[src/sleep_pkg.sv]
// Constants and types for the sleep and power-up sequencer
package sleep_pkg;

  // Timing
  localparam int CLK_FREQ_MHZ = 40;
  localparam int POR_DELAY_TIME_US = 2;
  localparam int POR_DELAY_CYCLES = POR_DELAY_TIME_US * CLK_FREQ_MHZ;
  localparam int POWER_UP_DELAY_TIME_US = 64000;
  localparam int POWER_UP_DELAY_CYCLES = POWER_UP_DELAY_TIME_US * CLK_FREQ_MHZ;
  localparam int PLL_LOCK_TIME_US = 2000;
  localparam int PLL_LOCK_CYCLES = PLL_LOCK_TIME_US * CLK_FREQ_MHZ;
  localparam int OSC_STARTUP_EDGES = 1024;

  // APB register map
  localparam int ADDR_W = 8;
  localparam int DATA_W = 32;
  localparam logic [7:0] CTRL_OFS = 8'h00;
  localparam logic [7:0] STATUS_OFS = 8'h04;
  localparam logic [7:0] CAUSE_OFS = 8'h08;

  // Synchroniser reset: external reset pin idles high
  localparam logic [4:0] SYNC_RST_VAL = 5'h10;

  // Cycle phases, one-hot
  localparam logic [3:0] FIRST_CYCLE_PHASE = 4'h1;
  localparam logic [3:0] LAST_CYCLE_PHASE = 4'h8;

  typedef enum logic [2:0] {
    LOW_POWER_CRYSTAL_MODE = 3'h0,
    STANDARD_CRYSTAL_MODE = 3'h1,
    HIGH_SPEED_CRYSTAL_MODE = 3'h2,
    PLL_CRYSTAL_MODE = 3'h3,
    RESISTOR_CAPACITOR_OSC_MODE = 3'h4,
    RESISTOR_CAPACITOR_PORT_MODE = 3'h5,
    EXTERNAL_CLOCK_MODE = 3'h6,
    EXTERNAL_CLOCK_PORT_MODE = 3'h7
  } osc_mode_e;

  typedef enum logic [7:0] {
    ST_POWER_ON = 8'h01,
    ST_POR_DELAY = 8'h02,
    ST_PWR_DELAY = 8'h04,
    ST_OSC_START = 8'h08,
    ST_RUN = 8'h10,
    ST_SLEEP_PEND = 8'h20,
    ST_HALT = 8'h40,
    ST_EXT_RESET = 8'h80
  } seq_state_e;

  typedef struct packed {
    logic port_oe;
    logic port_data;
    logic power_up_delay_en;
    osc_mode_e mode;
  } ctrl_s;

  localparam ctrl_s CTRL_RST = '{
    port_oe: 1'b0,
    port_data: 1'b0,
    power_up_delay_en: 1'b1,
    mode: HIGH_SPEED_CRYSTAL_MODE
  };

  typedef struct packed {
    logic irq_wake;
    logic wdt;
    logic ext;
    logic brownout;
    logic power_on;
  } cause_s;

  localparam cause_s CAUSE_RST = 5'h00;

  typedef struct packed {
    logic port_in;
    logic halted;
    logic [3:0] phase;
    seq_state_e state;
  } status_s;

endpackage : sleep_pkg

[src/sync2.sv]
// Two flip-flop synchroniser for inputs from outside the clock domain
`timescale 1ns/10ps
module sync2 #(
  parameter int W = 1,
  parameter logic [W-1:0] RST_VAL = '0
)(
  // Clock and reset
  input wire logic ref_clk,
  input wire logic srst,
  // Asynchronous in, synchronised out
  input wire logic [W-1:0] async_in,
  output logic [W-1:0] sync_out
);

  logic [W-1:0] meta_r;

  if (W < 1)
  begin : g_chk
    $error("sync2: W must be at least 1");
  end

  always_ff @(posedge ref_clk)
  begin
    if (srst)
    begin
      meta_r <= RST_VAL;
      sync_out <= RST_VAL;
    end
    else
    begin
      meta_r <= async_in;
      sync_out <= meta_r;
    end
  end

endmodule : sync2

[src/delay_timer.sv]
// Down counter that times the power-up and start-up delays
`timescale 1ns/10ps
module delay_timer #(
  parameter int W = 22
)(
  // Clock and reset
  input wire logic ref_clk,
  input wire logic srst,
  // Control
  input wire logic load,
  input wire logic [W-1:0] load_val,
  input wire logic tick,
  // Expiry pulse
  output logic done
);

  logic [W-1:0] cnt_r;

  if (W < 2)
  begin : g_chk
    $error("delay_timer: W must be at least 2");
  end

  always_ff @(posedge ref_clk)
  begin
    if (srst)
      cnt_r <= '0;
    else if (load)
      cnt_r <= load_val;
    else if (tick && cnt_r != '0)
      cnt_r <= cnt_r - W'(1);
  end

  always_ff @(posedge ref_clk)
  begin
    if (srst)
      done <= 1'b0;
    else
      done <= !load && tick && cnt_r == W'(1);
  end

endmodule : delay_timer

[src/sleep_powerup_sequencer.sv]
// Sleep entry and wake, power-up delay sequencing and oscillator pin control
//
// Design decisions made here: register access over APB and the address map.
`timescale 1ns/10ps
// Overview of operation
// Halt stops core clocks and oscillator
// Halted core frozen at first cycle phase
// Wake on external reset, watchdog or interrupt
// Power-up delay only after power-on or brown-out
// Start-up timer holds reset until oscillator stable
// PLL mode: power-on delay, power-up delay, start-up
// PLL mode adds nominal two milliseconds for lock
// Resistor or clock-in modes halted: output pin low
// Port modes: output pin is port bit six
// Crystal modes halted: both pins quiescent
// Wake restarts oscillator, crystal modes wait before execution
module sleep_powerup_sequencer #(
  parameter int unsigned POWER_UP_DELAY_CYCLES = sleep_pkg::POWER_UP_DELAY_CYCLES,
  parameter int unsigned PLL_LOCK_CYCLES = sleep_pkg::PLL_LOCK_CYCLES,
  parameter int CNT_W = 22
)(
  // Clock and reset
  input wire logic ref_clk,
  input wire logic srst,
  // APB slave
  input wire logic psel,
  input wire logic penable,
  input wire logic pwrite,
  input wire logic [sleep_pkg::ADDR_W-1:0] paddr,
  input wire logic [sleep_pkg::DATA_W-1:0] pwdata,
  output logic [sleep_pkg::DATA_W-1:0] prdata_r,
  output logic pready_r,
  output logic pslverr_r,
  // Core handshake
  input wire logic sleep_exec,
  input wire logic irq_wake,
  input wire logic wdt_reset,
  output logic core_clk_en_r,
  output logic chip_reset_r,
  output logic halted_r,
  output logic [3:0] phase_r,
  output logic osc_enable_r,
  // Asynchronous reset and supply events
  input wire logic ext_reset_n,
  input wire logic por_event,
  input wire logic brownout_reset_event,
  // Oscillator pins
  input wire logic oscillator_input_pin_in,
  output logic oscillator_input_pin_out_r,
  output logic oscillator_input_pin_oe_r,
  input wire logic oscillator_output_pin_in,
  output logic oscillator_output_pin_out_r,
  output logic oscillator_output_pin_oe_r
);

  logic ext_reset_n_s;
  logic por_s;
  logic brownout_s;
  logic osc_in_s;
  logic osc_out_s;
  logic osc_in_d_r;
  logic osc_edge;
  logic pwr_evt;
  logic xrst;
  sleep_pkg::seq_state_e state_r;
  sleep_pkg::seq_state_e state_nxt;
  sleep_pkg::ctrl_s ctrl_r;
  sleep_pkg::cause_s cause_r;
  sleep_pkg::cause_s cause_set;
  sleep_pkg::cause_s cause_clr;
  sleep_pkg::status_s status;
  logic crystal;
  logic pll_mode;
  logic port_mode;
  logic hold_rst_r;
  logic hold_nxt;
  logic osc_cold_r;
  logic tmr_load;
  logic tmr_tick;
  logic tmr_done;
  logic [CNT_W-1:0] tmr_val;
  logic running_nxt;
  logic halted_nxt;
  logic rst_nxt;
  logic [3:0] phase_nxt;
  logic setup;
  logic wr_en;
  logic rd_hit;
  logic [sleep_pkg::DATA_W-1:0] rd_mux;
  logic [31:0] delay_cnt_h;

  if (CNT_W < 2 || CNT_W > 30 || POWER_UP_DELAY_CYCLES < 1 || PLL_LOCK_CYCLES < 1 ||
      POWER_UP_DELAY_CYCLES + PLL_LOCK_CYCLES >= 2 ** CNT_W)
  begin : g_chk
    $error("sleep_powerup_sequencer: delay counts do not fit CNT_W");
  end

  sync2 #(
    .W(5),
    .RST_VAL(sleep_pkg::SYNC_RST_VAL)
  ) u_sync (
    .ref_clk(ref_clk),
    .srst(srst),
    .async_in({ext_reset_n, por_event, brownout_reset_event, oscillator_input_pin_in,
      oscillator_output_pin_in}),
    .sync_out({ext_reset_n_s, por_s, brownout_s, osc_in_s, osc_out_s})
  );

  delay_timer #(
    .W(CNT_W)
  ) u_timer (
    .ref_clk(ref_clk),
    .srst(srst),
    .load(tmr_load),
    .load_val(tmr_val),
    .tick(tmr_tick),
    .done(tmr_done)
  );

  // Oscillator edge detect for the start-up count
  always_ff @(posedge ref_clk)
  begin
    if (srst)
      osc_in_d_r <= 1'b0;
    else
      osc_in_d_r <= osc_in_s;
  end

  assign osc_edge = osc_in_s && !osc_in_d_r;

  // Mode and event decode
  assign crystal = ctrl_r.mode inside {sleep_pkg::LOW_POWER_CRYSTAL_MODE,
    sleep_pkg::STANDARD_CRYSTAL_MODE, sleep_pkg::HIGH_SPEED_CRYSTAL_MODE,
    sleep_pkg::PLL_CRYSTAL_MODE};
  assign pll_mode = ctrl_r.mode == sleep_pkg::PLL_CRYSTAL_MODE;
  assign port_mode = ctrl_r.mode inside {sleep_pkg::RESISTOR_CAPACITOR_PORT_MODE,
    sleep_pkg::EXTERNAL_CLOCK_PORT_MODE};
  assign pwr_evt = por_s || brownout_s;
  assign xrst = !ext_reset_n_s || wdt_reset;

  // Sequencer next state
  always_comb
  begin
    state_nxt = state_r;
    if (pwr_evt)
      state_nxt = sleep_pkg::ST_POWER_ON;
    else
    begin
      unique case (state_r)
        sleep_pkg::ST_POWER_ON:
          state_nxt = sleep_pkg::ST_POR_DELAY;
        sleep_pkg::ST_POR_DELAY:
          if (tmr_done)
          begin
            if (ctrl_r.power_up_delay_en || pll_mode)
              state_nxt = sleep_pkg::ST_PWR_DELAY;
            else if (crystal)
              state_nxt = sleep_pkg::ST_OSC_START;
            else
              state_nxt = sleep_pkg::ST_RUN;
          end
        sleep_pkg::ST_PWR_DELAY:
          if (tmr_done)
            state_nxt = crystal ? sleep_pkg::ST_OSC_START : sleep_pkg::ST_RUN;
        sleep_pkg::ST_OSC_START:
          if (xrst)
            state_nxt = sleep_pkg::ST_EXT_RESET;
          else if (tmr_done)
            state_nxt = sleep_pkg::ST_RUN;
        sleep_pkg::ST_RUN:
          if (xrst)
            state_nxt = sleep_pkg::ST_EXT_RESET;
          else if (sleep_exec)
            state_nxt = sleep_pkg::ST_SLEEP_PEND;
        sleep_pkg::ST_SLEEP_PEND:
          if (xrst)
            state_nxt = sleep_pkg::ST_EXT_RESET;
          else if (phase_r == sleep_pkg::LAST_CYCLE_PHASE)
            state_nxt = sleep_pkg::ST_HALT;
        sleep_pkg::ST_HALT:
          if (xrst)
            state_nxt = sleep_pkg::ST_EXT_RESET;
          else if (irq_wake)
            state_nxt = crystal ? sleep_pkg::ST_OSC_START : sleep_pkg::ST_RUN;
        sleep_pkg::ST_EXT_RESET:
          if (!xrst)
            state_nxt = (osc_cold_r && crystal) ? sleep_pkg::ST_OSC_START
              : sleep_pkg::ST_RUN;
        default:
          state_nxt = sleep_pkg::ST_POWER_ON;
      endcase
    end
  end

  // Timer loads on entry to each delay state
  always_comb
  begin
    tmr_load = 1'b0;
    tmr_val = '0;
    if (state_nxt != state_r)
    begin
      if (state_nxt == sleep_pkg::ST_POR_DELAY)
      begin
        tmr_load = 1'b1;
        tmr_val = CNT_W'(sleep_pkg::POR_DELAY_CYCLES);
      end
      else if (state_nxt == sleep_pkg::ST_PWR_DELAY)
      begin
        tmr_load = 1'b1;
        tmr_val = (ctrl_r.power_up_delay_en ? CNT_W'(POWER_UP_DELAY_CYCLES) : '0) +
          (pll_mode ? CNT_W'(PLL_LOCK_CYCLES) : '0);
      end
      else if (state_nxt == sleep_pkg::ST_OSC_START)
      begin
        tmr_load = 1'b1;
        tmr_val = CNT_W'(sleep_pkg::OSC_STARTUP_EDGES);
      end
    end
  end

  // Start-up timer counts oscillator edges, others count clocks
  assign tmr_tick = (state_r == sleep_pkg::ST_OSC_START) ? osc_edge : 1'b1;

  assign hold_nxt = (state_nxt == sleep_pkg::ST_OSC_START && state_r != state_nxt)
    ? state_r != sleep_pkg::ST_HALT : hold_rst_r;
  assign running_nxt = state_nxt inside {sleep_pkg::ST_RUN, sleep_pkg::ST_SLEEP_PEND};
  assign halted_nxt = state_nxt == sleep_pkg::ST_HALT;
  assign rst_nxt = state_nxt inside {sleep_pkg::ST_POWER_ON, sleep_pkg::ST_POR_DELAY,
    sleep_pkg::ST_PWR_DELAY, sleep_pkg::ST_EXT_RESET} ||
    (state_nxt == sleep_pkg::ST_OSC_START && hold_nxt);
  assign phase_nxt = running_nxt ? {phase_r[2:0], phase_r[3]} : sleep_pkg::FIRST_CYCLE_PHASE;

  // Sequencer state and core controls
  always_ff @(posedge ref_clk)
  begin
    if (srst)
    begin
      state_r <= sleep_pkg::ST_POWER_ON;
      phase_r <= sleep_pkg::FIRST_CYCLE_PHASE;
      halted_r <= 1'b0;
      core_clk_en_r <= 1'b0;
      osc_enable_r <= 1'b1;
      chip_reset_r <= 1'b1;
      hold_rst_r <= 1'b1;
    end
    else
    begin
      state_r <= state_nxt;
      phase_r <= phase_nxt;
      halted_r <= halted_nxt;
      core_clk_en_r <= running_nxt;
      osc_enable_r <= !halted_nxt;
      chip_reset_r <= rst_nxt;
      hold_rst_r <= hold_nxt;
    end
  end

  // Oscillator was stopped and must be timed again
  always_ff @(posedge ref_clk)
  begin
    if (srst)
      osc_cold_r <= 1'b0;
    else if (state_r == sleep_pkg::ST_HALT)
      osc_cold_r <= 1'b1;
    else if (state_nxt == sleep_pkg::ST_RUN)
      osc_cold_r <= 1'b0;
  end

  // Oscillator output pin
  always_ff @(posedge ref_clk)
  begin
    if (srst)
    begin
      oscillator_output_pin_out_r <= 1'b0;
      oscillator_output_pin_oe_r <= 1'b0;
    end
    else if (port_mode)
    begin
      oscillator_output_pin_out_r <= ctrl_r.port_data;
      oscillator_output_pin_oe_r <= ctrl_r.port_oe;
    end
    else if (crystal)
    begin
      oscillator_output_pin_out_r <= !halted_nxt && !osc_in_s;
      oscillator_output_pin_oe_r <= !halted_nxt;
    end
    else
    begin
      oscillator_output_pin_out_r <= !halted_nxt && (phase_nxt[2] || phase_nxt[3]);
      oscillator_output_pin_oe_r <= 1'b1;
    end
  end

  // Oscillator input pin is never driven
  always_ff @(posedge ref_clk)
  begin
    oscillator_input_pin_out_r <= 1'b0;
    oscillator_input_pin_oe_r <= 1'b0;
  end

  // Reset cause flags, write one to clear, set wins
  always_comb
  begin
    cause_set = '{irq_wake: halted_r && irq_wake, wdt: wdt_reset, ext: !ext_reset_n_s,
      brownout: brownout_s, power_on: por_s};
    cause_clr = sleep_pkg::CAUSE_RST;
    if (wr_en && paddr == sleep_pkg::CAUSE_OFS)
      cause_clr = sleep_pkg::cause_s'(pwdata[$bits(sleep_pkg::cause_s)-1:0]);
  end

  always_ff @(posedge ref_clk)
  begin
    if (srst)
      cause_r <= sleep_pkg::CAUSE_RST;
    else
      cause_r <= sleep_pkg::cause_s'((cause_r & ~cause_clr) | cause_set);
  end

  // Control register
  always_ff @(posedge ref_clk)
  begin
    if (srst)
      ctrl_r <= sleep_pkg::CTRL_RST;
    else if (wr_en && paddr == sleep_pkg::CTRL_OFS)
      ctrl_r <= sleep_pkg::ctrl_s'(pwdata[$bits(sleep_pkg::ctrl_s)-1:0]);
  end

  // APB read decode
  assign status = '{port_in: osc_out_s, halted: halted_r, phase: phase_r, state: state_r};
  assign setup = psel && !penable;
  assign wr_en = psel && penable && pready_r && pwrite;

  always_comb
  begin
    rd_hit = 1'b1;
    rd_mux = '0;
    case (paddr)
      sleep_pkg::CTRL_OFS:
        rd_mux = sleep_pkg::DATA_W'(ctrl_r);
      sleep_pkg::STATUS_OFS:
        rd_mux = sleep_pkg::DATA_W'(status);
      sleep_pkg::CAUSE_OFS:
        rd_mux = sleep_pkg::DATA_W'(cause_r);
      default:
        rd_hit = 1'b0;
    endcase
  end

  // APB answer in the first access cycle
  always_ff @(posedge ref_clk)
  begin
    if (srst)
    begin
      pready_r <= 1'b0;
      pslverr_r <= 1'b0;
      prdata_r <= '0;
    end
    else
    begin
      pready_r <= setup;
      pslverr_r <= setup && !rd_hit;
      if (setup)
        prdata_r <= pwrite ? '0 : rd_mux;
    end
  end

  // Cycles spent in the power-up delay
  always_ff @(posedge ref_clk)
  begin
    if (srst || state_r != sleep_pkg::ST_PWR_DELAY)
      delay_cnt_h <= '0;
    else
      delay_cnt_h <= delay_cnt_h + 32'h1;
  end
endmodule : sleep_powerup_sequencer

[config.mk]
export PLATFORM = sky130hd
export DESIGN_NAME = sleep_powerup_sequencer
export DESIGN_NICKNAME = d
export VERILOG_FILES = /design/src/sleep_pkg.sv /design/src/sync2.sv /design/src/delay_timer.sv /design/src/sleep_powerup_sequencer.sv
export SDC_FILE = /design/constraint.sdc
export NUM_CORES = 1
export LEC_CHECK = 0
export BUFFER_PORTS_ARGS = -buffer_cell sky130_fd_sc_hd__buf_2
export CORE_MARGIN = 4
export CORE_UTILIZATION = 51
export CTS_BUF_LIST = sky130_fd_sc_hd__clkbuf_4 sky130_fd_sc_hd__clkbuf_8
export CTS_CLUSTER_SIZE = 16
export DETAILED_ROUTE_END_ITERATION = 10
export PLACE_DENSITY_LB_ADDON = 0.15
export SYNTH_ARGS = -nofsm -noshare
export SYNTH_HDL_FRONTEND = slang
export SYNTH_SLANG_ARGS = --single-unit
[constraint.sdc]
create_clock -name ref_clk -period 2.86 [get_ports ref_clk]
set_clock_uncertainty 0.05 [all_clocks]
set_input_delay 0.572 -clock ref_clk [delete_from_list [all_inputs] [get_ports ref_clk]]
set_output_delay 0.572 -clock ref_clk [all_outputs]
set_load 0.02 [all_outputs]
* Yosys cells after proc, flatten, opt, wreduce, memory -nomap -nowiden
Index checks and enable logic that the tools add are counted.
** Word-level totals
- Register bits :: 99
- Word-level logic and storage cells :: 143
** Cells by class
- $add $sub $neg :: 2
- Equality and inequality tests :: 28
- Muxes and demuxes :: 41
- Bitwise logic cells :: 4
- Reductions and logical operators :: 40
** Operators by type and width (number)
- 2-to-1 mux 22 bit :: 6
- 2-to-1 mux 8 bit :: 12
- one-hot mux 8 bit (8 select lines) :: 1
- one-hot mux 14 bit (3 select lines) :: 1
- 2-to-1 mux 32 bit :: 1
- equality test 8 x 3 -> 1 bit, second input constant :: 3
- equality test 8 x 4 -> 1 bit, second input constant :: 3
- adder 22 x 17 -> 22 bit :: 1
- equality test 22 x 1 -> 1 bit, second input constant :: 1
- nonzero test 22 bit :: 1
- subtractor 22 x 1 -> 22 bit, second input constant :: 1
- 2-to-1 mux 5 bit :: 4
- logical AND 1 bit :: 17
- 2-to-1 mux 17 bit :: 1
- equality test 8 x 1 -> 1 bit, second input constant :: 2
- equality test 8 x 2 -> 1 bit, second input constant :: 2
- equality test 8 x 5 -> 1 bit, second input constant :: 2
- equality test 8 x 6 -> 1 bit, second input constant :: 2
- equality test 8 x 7 -> 1 bit, second input constant :: 2
- equality test 8 bit, second input constant :: 2
- != test 8 bit :: 2
- 2-to-1 mux 1 bit :: 13
- 2-to-1 mux 11 bit :: 1
- logical NOT 8 bit :: 1
- 17 further kinds :: 33

* Depth between registers and ports, before layout
Gate-level depths: netlist of run 1.
- Word-level depth :: 15
- Mapped depth :: 14

* Modules after synthesis
A second synthesis of run 1 with hierarchy kept.
** Second synthesis, totals
- Cells, all modules :: 548
- Area, all modules :: 4565.6 um^2
** By module, submodules not included
- sleep_powerup_sequencer :: times used 1, cells each 358, area an instance 2840.2 um^2, sequential area each 960.9 um^2
- delay_timer :: times used 1, cells each 170, area an instance 1462.7 um^2, sequential area each 460.4 um^2
- sync2 :: times used 1, cells each 20, area an instance 262.8 um^2, sequential area each 200.2 um^2

* Worst setup path before layout of run 1
No wires, ideal clock.
- Path type :: register -> register
- From :: register state_r[2]
- To :: register u_timer.cnt_r[18]
- Setup time :: 0.086 ns
- Arrival :: 2.778 ns
- Data required time :: 2.724 ns
- Path slack :: -0.054 ns
- Cell stages (with the launch flop) :: 13
- Buffers on the path :: 2
- Clock period less this slack :: 2.914 ns
- Cell sequence :: dfxtp_1 > buf_6 > or4_4 > or4_4 > o22ai_2 > a2111oi_2 > a31oi_2 > a211oi_2 > o211ai_4 > and2_4 > buf_12 > nor2_8 > a221oi_2
** On the way
- Word-level cells in the longest chain between the ends :: 10
- Elaborated cells on any way between the ends :: 36
- Classes of those cells :: eq/ne (12); mux (22); reduce/logical (2)
** RTL lines
- start: declaration :: line sleep_powerup_sequencer.sv:65 : sleep_pkg::seq_state_e state_r;
- start signal: assignment :: line sleep_powerup_sequencer.sv:238 : state_r <= sleep_pkg::ST_POWER_ON;
- start signal: assignment :: line sleep_powerup_sequencer.sv:248 : state_r <= state_nxt;
- 2-to-1 mux 8 bit, on equally long branches (2 in series)
- one-hot mux 8 bit (8 select lines) :: line sleep_powerup_sequencer.sv:149 : unique case (state_r)
- 2-to-1 mux 8 bit :: line sleep_powerup_sequencer.sv:145 : if (pwr_evt)
- equality test 8 x 4 -> 1 bit :: line sleep_powerup_sequencer.sv:213 : else if (state_nxt == sleep_pkg::ST_OSC_START)
- 2-to-1 mux 1 bit :: line sleep_powerup_sequencer.sv:213
- 2-to-1 mux 1 bit :: line sleep_powerup_sequencer.sv:207 : else if (state_nxt == sleep_pkg::ST_PWR_DELAY)
- 2-to-1 mux 1 bit :: line sleep_powerup_sequencer.sv:202 : if (state_nxt == sleep_pkg::ST_POR_DELAY)
- 2-to-1 mux 1 bit :: line sleep_powerup_sequencer.sv:200 : if (state_nxt != state_r)
- 2-to-1 mux 22 bit or nonzero test 2 bit (tied branches)
- end signal: assignment :: line delay_timer.sv:29 : cnt_r <= load_val;
- end signal: assignment :: line delay_timer.sv:31 : cnt_r <= cnt_r - W'(1);
- end: declaration :: line delay_timer.sv:17 : logic [W-1:0] cnt_r;
Parallel ways exist; a longest one is shown, timed or not.
A chain may end at the register's enable or synchronous reset.

* Worst setup path after layout of run 1
- From :: register state_r[1]
- To :: register u_timer.cnt_r[17]
The elaborated chain is that of the path after synthesis.

==> impl_results.md, run 1 <==
* Status: finished with violations
* Failing checks: negative setup slack
* CTS tree: yes
* CP Launch Type: flip-flop
* Leak Pwr at 2.28 nW
* CP endpoint kind: flip-flop
* Post-synthesis cell area at 4370 sq um
* Reg clk slew, reported paths at 90 ps
* Met2 wire len at 6030 microns
* Worst Path Buf+Inv at 0
* Top delay family on crit path: simple AND/OR/NAND/NOR gates
* Final Non-Filler Cells at 736
* Gpl congestion at 0.917
* Final hold vios at 0
* Detail Route Antenna Nets at 0
* Minimum clock period at 3010 ps
* IO Count at 99
* Largest family of logic cells by synthesized area: simple AND/OR/NAND/NOR gates
* Drt total wl at 11700 microns
* GRT Overall Usage at 23.2%
* Total Power at 4.13 mW
* Row count at 33
* Initial antenna violation count at 0
* Hold Crit Class: input port to flip-flop
* Adder-cell share of the synthesized area at 1.72%
* Clock Path Buffers at 2
* Fill cells at 714
* Top cells by count, synth: dfxtp_1 (81), nor2_1 (73), nand2_1 (44)
* Synth area leader: dfxtp_1
* Dpl ws at -335 ps
* Drt first-iter violations at 245
* Period utilization at 105%
* Sequential area share after synthesis at 37.1%
* Worst-path cell chain: or4_4 > or4_4 > nor3_4 > a2111oi_4 > a31oi_2 > a211oi_2 > o211ai_4 > and2_4 > nor2_8 > a221oi_2
* Post-Synth XOR/XNOR Area at 2.41%
* Critical Path RT at 3090 ps
* Max Used Layer: met4
* CORE AREA at 8260 sq um
* Yosys warnings at 0
* Flops & latches, synth at 81
* Netlist cell types at 74
* Share of cells above drive strength 1 at 29.5%
* Asr flop ratio synth at 0%
* PD cells at 759 nW/um^2
* Mean Syn Cell Area at 8.40 sq um
* Synth Area in Simple Gates at 28.2%
* Final #Nets at 685
* Die X at 101 microns
* RSZ-0062 raised after global routing: true
* Cell mode on critical path: or4_4
* Max Cap Viol at 0
* Max_slew headroom at 53.1%
* Synth Area in Compound Gates at 18.6%
* GR Overflow Total at 0
* Leading cell type by number of instances after synthesis: dfxtp_1
* DRC at 0
* Routed vias/inst at 5.61
* WL met1 at 4850 microns
* Die Area at 10100 sq um
* Vias in the first global route at 3983
* Hold Buf Count CTS at 0
* PortBufs at 52
* Final setup margin at -150 ps
* WP data arrival at 3240 ps
* Post-DP HPWL at 8420 microns
* Largest stage delay on the critical path at 540 ps
* Clock sink count at 81
* Slowest-stage cell, CP: or4_4
* Top post-synthesis cells by area: dfxtp_1 (37%), nor2_1 (6.3%), nand2_1 (3.8%)
* Yosys top cell area share at 37.1%
* WL met3 at 602 microns
* Root buffer cell: clkbuf_8
* Worst-Skew Late Latency at 370 ps
* Setup Crit Path Kind: flip-flop to flip-flop
* Mapped Cells at 520
* Crit Path Max Fanout at 8
* Largest net degree at the start of global routing at 57
* FF+latch area at 1620 sq um
* Num CTS Buffers at 9
* Die Span Y at 101 microns
* Average wire per standard cell at 15.9 microns
* CTS HTree Levels at 3
* Post-synthesis mux area share at 3.72%
* Worst-Margin Slew at 700 ps
* Final max-slew violation count at 0
* Worst vdd ir at 335 uV
* Pre-antenna DRT Iters at 5
* Inserted Diodes at 0
* Syn-to-layout area delta at 24.7%
* Final Util at 65.9%
* Max Freq at 332 MHz
* Area of the multi-input gates at 2600 sq um
* Top_reg_cell synth: dfxtp_1
* Vias at 4130
* Placed insts at 713
* First-pass GRT wire length at 18800 microns
* EDFF count, synth at 0
* Setup TNS at -2020 ps
* Setup violators final at 23
* Initial Util at 52.9%
cells by family after synthesis:
family,Yosys count
compound gates,102
flops,81
mux,16
other cells,1
buf+inv,65
fa+ha+maj,6
xor+xnor,12
simple gates,237
registers in the layout, indices dropped and copies added (netlist names), 4 cells and up:
signal / cells
u_timer.cnt_r: 22
prdata_r: 14
cause_r: 5
phase_r: 4
state_r: 8
u_sync.meta_r: 5
ctrl_r: 6
u_sync.sync_out: 5
cells in the final DEF (no fill, tap or decap), drive strengths merged, types with 8 or more instances in the layout:
cell type / Yosys / final
nor2b: 16 / 16
o21ai: 12 / 12
nor4: 15 / 15
buf: 30 / 121
inv: 20 / 24
nand3: 17 / 17
or4: 8 / 8
xnor2: 8 / 8
conb: 1 / 20
nand2b: 16 / 16
a211oi: 8 / 8
a22oi: 16 / 16
nand2: 44 / 44
clkbuf: 15 / 9
dfxtp: 81 / 81
nor2: 74 / 74
mux2i: 14 / 14
nor3: 14 / 14
a21oi: 16 / 16
final timing paths:
kind                                           end  cells after the start              from  slack [ps]
worst max-delay path             u_timer.cnt_r[17]                     10        state_r[1]        -150
worst max register to register   u_timer.cnt_r[17]                     10        state_r[1]        -150
worst min register to register  u_sync.sync_out[4]                      1  u_sync.meta_r[4]         360
worst min-delay path              u_sync.meta_r[4]                      2       ext_reset_n         330
layout make-up:
cell class | count | area share, %
multi-input cells | 393 | 47.7
flip-flops and latches | 81 | 29.8
repair buffers | 121 | 14.5
well taps | 105 | 2.41
clock buffers | 9 | 2.27
clock inverters | 7 | 1.95
inverters | 20 | 1.38
timing repair:
item,CTS,global route
setup buffers,2,4
cloned,0,1
resized for setup,6,20
pin swaps,0,14
setup endpoints to repair,23,26
power by group:
| group | internal [mW] | switching, mW | leakage, nW |
|---|---|---|---|
| logic | 0.738 | 0.974 | 1.50 |
| clock network | 0.508 | 0.468 | 0.117 |
| registers | 1.28 | 0.164 | 0.660 |
layer usage:
layer / vias up / GRT usage, %
li1: 2024 / -
met1: 1963 / 28.3
met2: 123 / 40.2
met3: 20 / 5.05
met4: 0 / 8.50
met5: - / 0
stage by stage:
stage / cell area (sq um) / hold slack [ps]
after detailed placement: 5030 / 345
after CTS: 5290 / 328
after global placement: 5030 / 343
final: 5450 / 334
after global routing: 5450 / 329
after floorplan: 4450 / 339
Note: power is estimated with default switching activity, not from simulation.
==> inputs of run 2 (changes only) <==
--- a/config.mk
+++ b/config.mk
@@ -7,7 +7,7 @@
 export LEC_CHECK = 0
 export BUFFER_PORTS_ARGS = -buffer_cell sky130_fd_sc_hd__buf_2
 export CORE_MARGIN = 4
-export CORE_UTILIZATION = 51
+export CORE_UTILIZATION = 55
 export CTS_BUF_LIST = sky130_fd_sc_hd__clkbuf_4 sky130_fd_sc_hd__clkbuf_8
 export CTS_CLUSTER_SIZE = 16
 export DETAILED_ROUTE_END_ITERATION = 10
==> constraint.sdc (replaced) <==
create_clock -name ref_clk -period 3.7 [get_ports ref_clk]
set_clock_uncertainty 0.05 [all_clocks]
set_input_delay 0.74 -clock ref_clk [delete_from_list [all_inputs] [get_ports ref_clk]]
set_output_delay 0.74 -clock ref_clk [all_outputs]
set_load 0.02 [all_outputs]
==> impl_results.md, run 2 (synthesis results as in run 1) <==
* Status: completed (was finished with violations)
* Vias at 3863 (was 4130)
* Drt total wl at 10900 microns (was 11700 microns)
* Post-CTS Setup Bufs at 0 (was 2)
* PortBufs at 52 (unchanged)
* FF-to-FF setup slack at 320 ps (was -150 ps)
* Worst-Skew Late Latency at 360 ps (was 370 ps)
* Clock sink count at 81 (unchanged)
* Final Util at 63.0% (was 65.9%)
* Crit Path Max Fanout at 12 (was 8)
* Reg2Reg Capture Point: u_timer.cnt_r[17] (unchanged)
* CP Launch Type: flip-flop (unchanged)
* Worst vdd ir at 239 uV (was 335 uV)
* IO Count at 99 (unchanged)
* Pre-antenna DRT Iters at 4 (was 5)
* Max Freq at 296 MHz (was 332 MHz)
* Critical Path RT at 3920 ps (was 3090 ps)
* Cell mode on critical path: or4_4 (unchanged)
* Total Power at 2.91 mW (was 4.13 mW)
* WP data arrival at 3600 ps (was 3240 ps)
* Die X at 97.1 microns (was 101 microns)
* Setup Crit Path Kind: flip-flop to flip-flop (unchanged)
* Inserted Diodes at 0 (unchanged)
* Slowest-stage cell, CP: or4_4 (unchanged)
* Minimum clock period at 3380 ps (was 3010 ps)
* Leak Pwr at 1.97 nW (was 2.28 nW)
* First-pass GRT wire length at 18000 microns (was 18800 microns)
* Final setup margin at 322 ps (was -150 ps)
* Syn-to-layout area delta at 11.5% (was 24.7%)
* Most common cell after layout, fill and taps aside: dfxtp_1 (unchanged)
* R2R Path Start: state_r[6] (was state_r[1])
* CTS tree: yes (unchanged)
* Clock Path Buffers at 2 (unchanged)
* Row count at 32 (was 33)
* Reg2reg path depth at 10 (unchanged)
* Dpl ws at 161 ps (was -335 ps)
* Biggest regs: u_timer.cnt_r: 22 flops, prdata_r: 14 flops, state_r: 8 flops (unchanged)
* Num CTS Buffers at 9 (unchanged)
* Hold Crit Class: flip-flop to flip-flop (was input port to flip-flop)
* Setup TNS at 0 ps (was -2020 ps)
* Initial Util at 56.5% (was 52.9%)
* PD cells at 598 nW/um^2 (was 759 nW/um^2)
* Largest net degree at the start of global routing at 57 (unchanged)
* Final #Nets at 631 (was 685)
* DRC at 0 (unchanged)
* Max_slew headroom at 37.6% (was 53.1%)
* Vias in the first global route at 3777 (was 3983)
* Most flops, register: u_timer.cnt_r (unchanged)
* RSZ-0062 raised after global routing: false (was true)
* Hold Buf Count CTS at 0 (unchanged)
* Worst-path cell chain: or4_4 > or4_4 > nor3_2 > a2111oi_2 > a31oi_2 > a211oi_2 > o211ai_4 > and2_4 > nor2_8 > a221oi_2 (was or4_4 > or4_4 > nor3_4 > a2111oi_4 > a31oi_2 > a211oi_2 > o211ai_4 > and2_4 > nor2_8 > a221oi_2)
* Reg clk slew, reported paths at 90 ps (about the same)
* Hold EP: u_sync.sync_out[4] (was u_sync.meta_r[4])
* Gpl congestion at 1.00 (was 0.917)
* Hold path start: u_sync.meta_r[4] (was ext_reset_n)
* CP endpoint kind: flip-flop (unchanged)
* Die Span Y at 97.1 microns (was 101 microns)
* Min-Delay Path Depth at 1 (was 2)
* Final max-slew violation count at 0 (unchanged)
* Die Area at 9430 sq um (was 10100 sq um)
* CTS HTree Levels at 3 (unchanged)
* Routed vias/inst at 5.69 (was 5.61)
* Setup violators final at 0 (was 23)
* Average wire per standard cell at 16.1 microns (was 15.9 microns)
* Final hold vios at 0 (unchanged)
* Share of cells above drive strength 1 at 19.9% (was 29.5%)
* Largest stage delay on the critical path at 580 ps (was 540 ps)
* Most frequent cells in the layout: dfxtp_1 (81), nor2_1 (73), buf_2 (52) (was dfxtp_1 (81), nor2_1 (73), buf_4 (64))
* Post-DP HPWL at 7940 microns (was 8420 microns)
* Root buffer cell: clkbuf_8 (unchanged)
* Worst-Margin Slew at 931 ps (was 700 ps)
* Drt first-iter violations at 195 (was 245)
* Initial antenna violation count at 0 (unchanged)
* Max Cap Viol at 0 (unchanged)
* GRT Overall Usage at 23.1% (was 23.2%)
* GR Overflow Total at 0 (unchanged)
* Max reg flops at 22 (unchanged)
* Post-cts resize count at 0 (was 6)
* CORE AREA at 7730 sq um (was 8260 sq um)
* Detail Route Antenna Nets at 0 (unchanged)
* Period utilization at 91.3% (was 105%)
-- run 2: power breakdown --
group | leakage (nW) | internal [mW] | switching, mW | total [mW]
clock | 0.107 | 0.339 | 0.340 | 0.679
sequential | 0.660 | 0.989 | 0.122 | 1.11
combinational | 1.20 | 0.444 | 0.677 | 1.12
-- run 2: per-stage QoR --
step | instance area, sq um | instances | hold WS [ps]
floorplan | 4440 | 539 | 339
global placement | 4660 | 663 | 343
detailed placement | 4660 | 663 | 363
CTS | 4870 | 679 | 386
global route | 4870 | 679 | 408
finish | 4870 | 679 | 381
-- run 2: worst max-delay path by stage --
stage,start,cells past startpoint,to
floorplan,wdt_reset,11,u_timer.cnt_r[4]
global placement,wdt_reset,12,u_timer.cnt_r[17]
detailed placement,wdt_reset,12,u_timer.cnt_r[16]
CTS,state_r[6],10,u_timer.cnt_r[16]
global route,state_r[3],11,u_timer.cnt_r[16]
finish,state_r[6],10,u_timer.cnt_r[17]
-- run 2: per-layer routing --
metal  up-vias  part of all wire (%)  track usage [%]
met1      1806                    43             28.4
li1       1916                     -                -
met2       117                    49             39.2
met3        24                   5.2             4.59
met5         -                     0                0
met4         0                   2.5             9.83
-- run 2: cell type report --
| cell class | count | area [sq um] |
|---|---|---|
| multi-input cells | 393 | 2460 |
| repair buffers | 67 | 373 |
| clock buffers | 10 | 138 |
| fillers | 688 | 2860 |
| well taps | 102 | 128 |
| flip-flops and latches | 81 | 1620 |
| inverters | 20 | 75.1 |
| clock inverters | 6 | 73.8 |
-- run 2: critical path: cells and delay by family (launching register included) --
kind,cells,cell delay [ps]
DFF,1,460
and+or+nand+nor,5,1760
AOI/OAI and AO/OA,5,1010
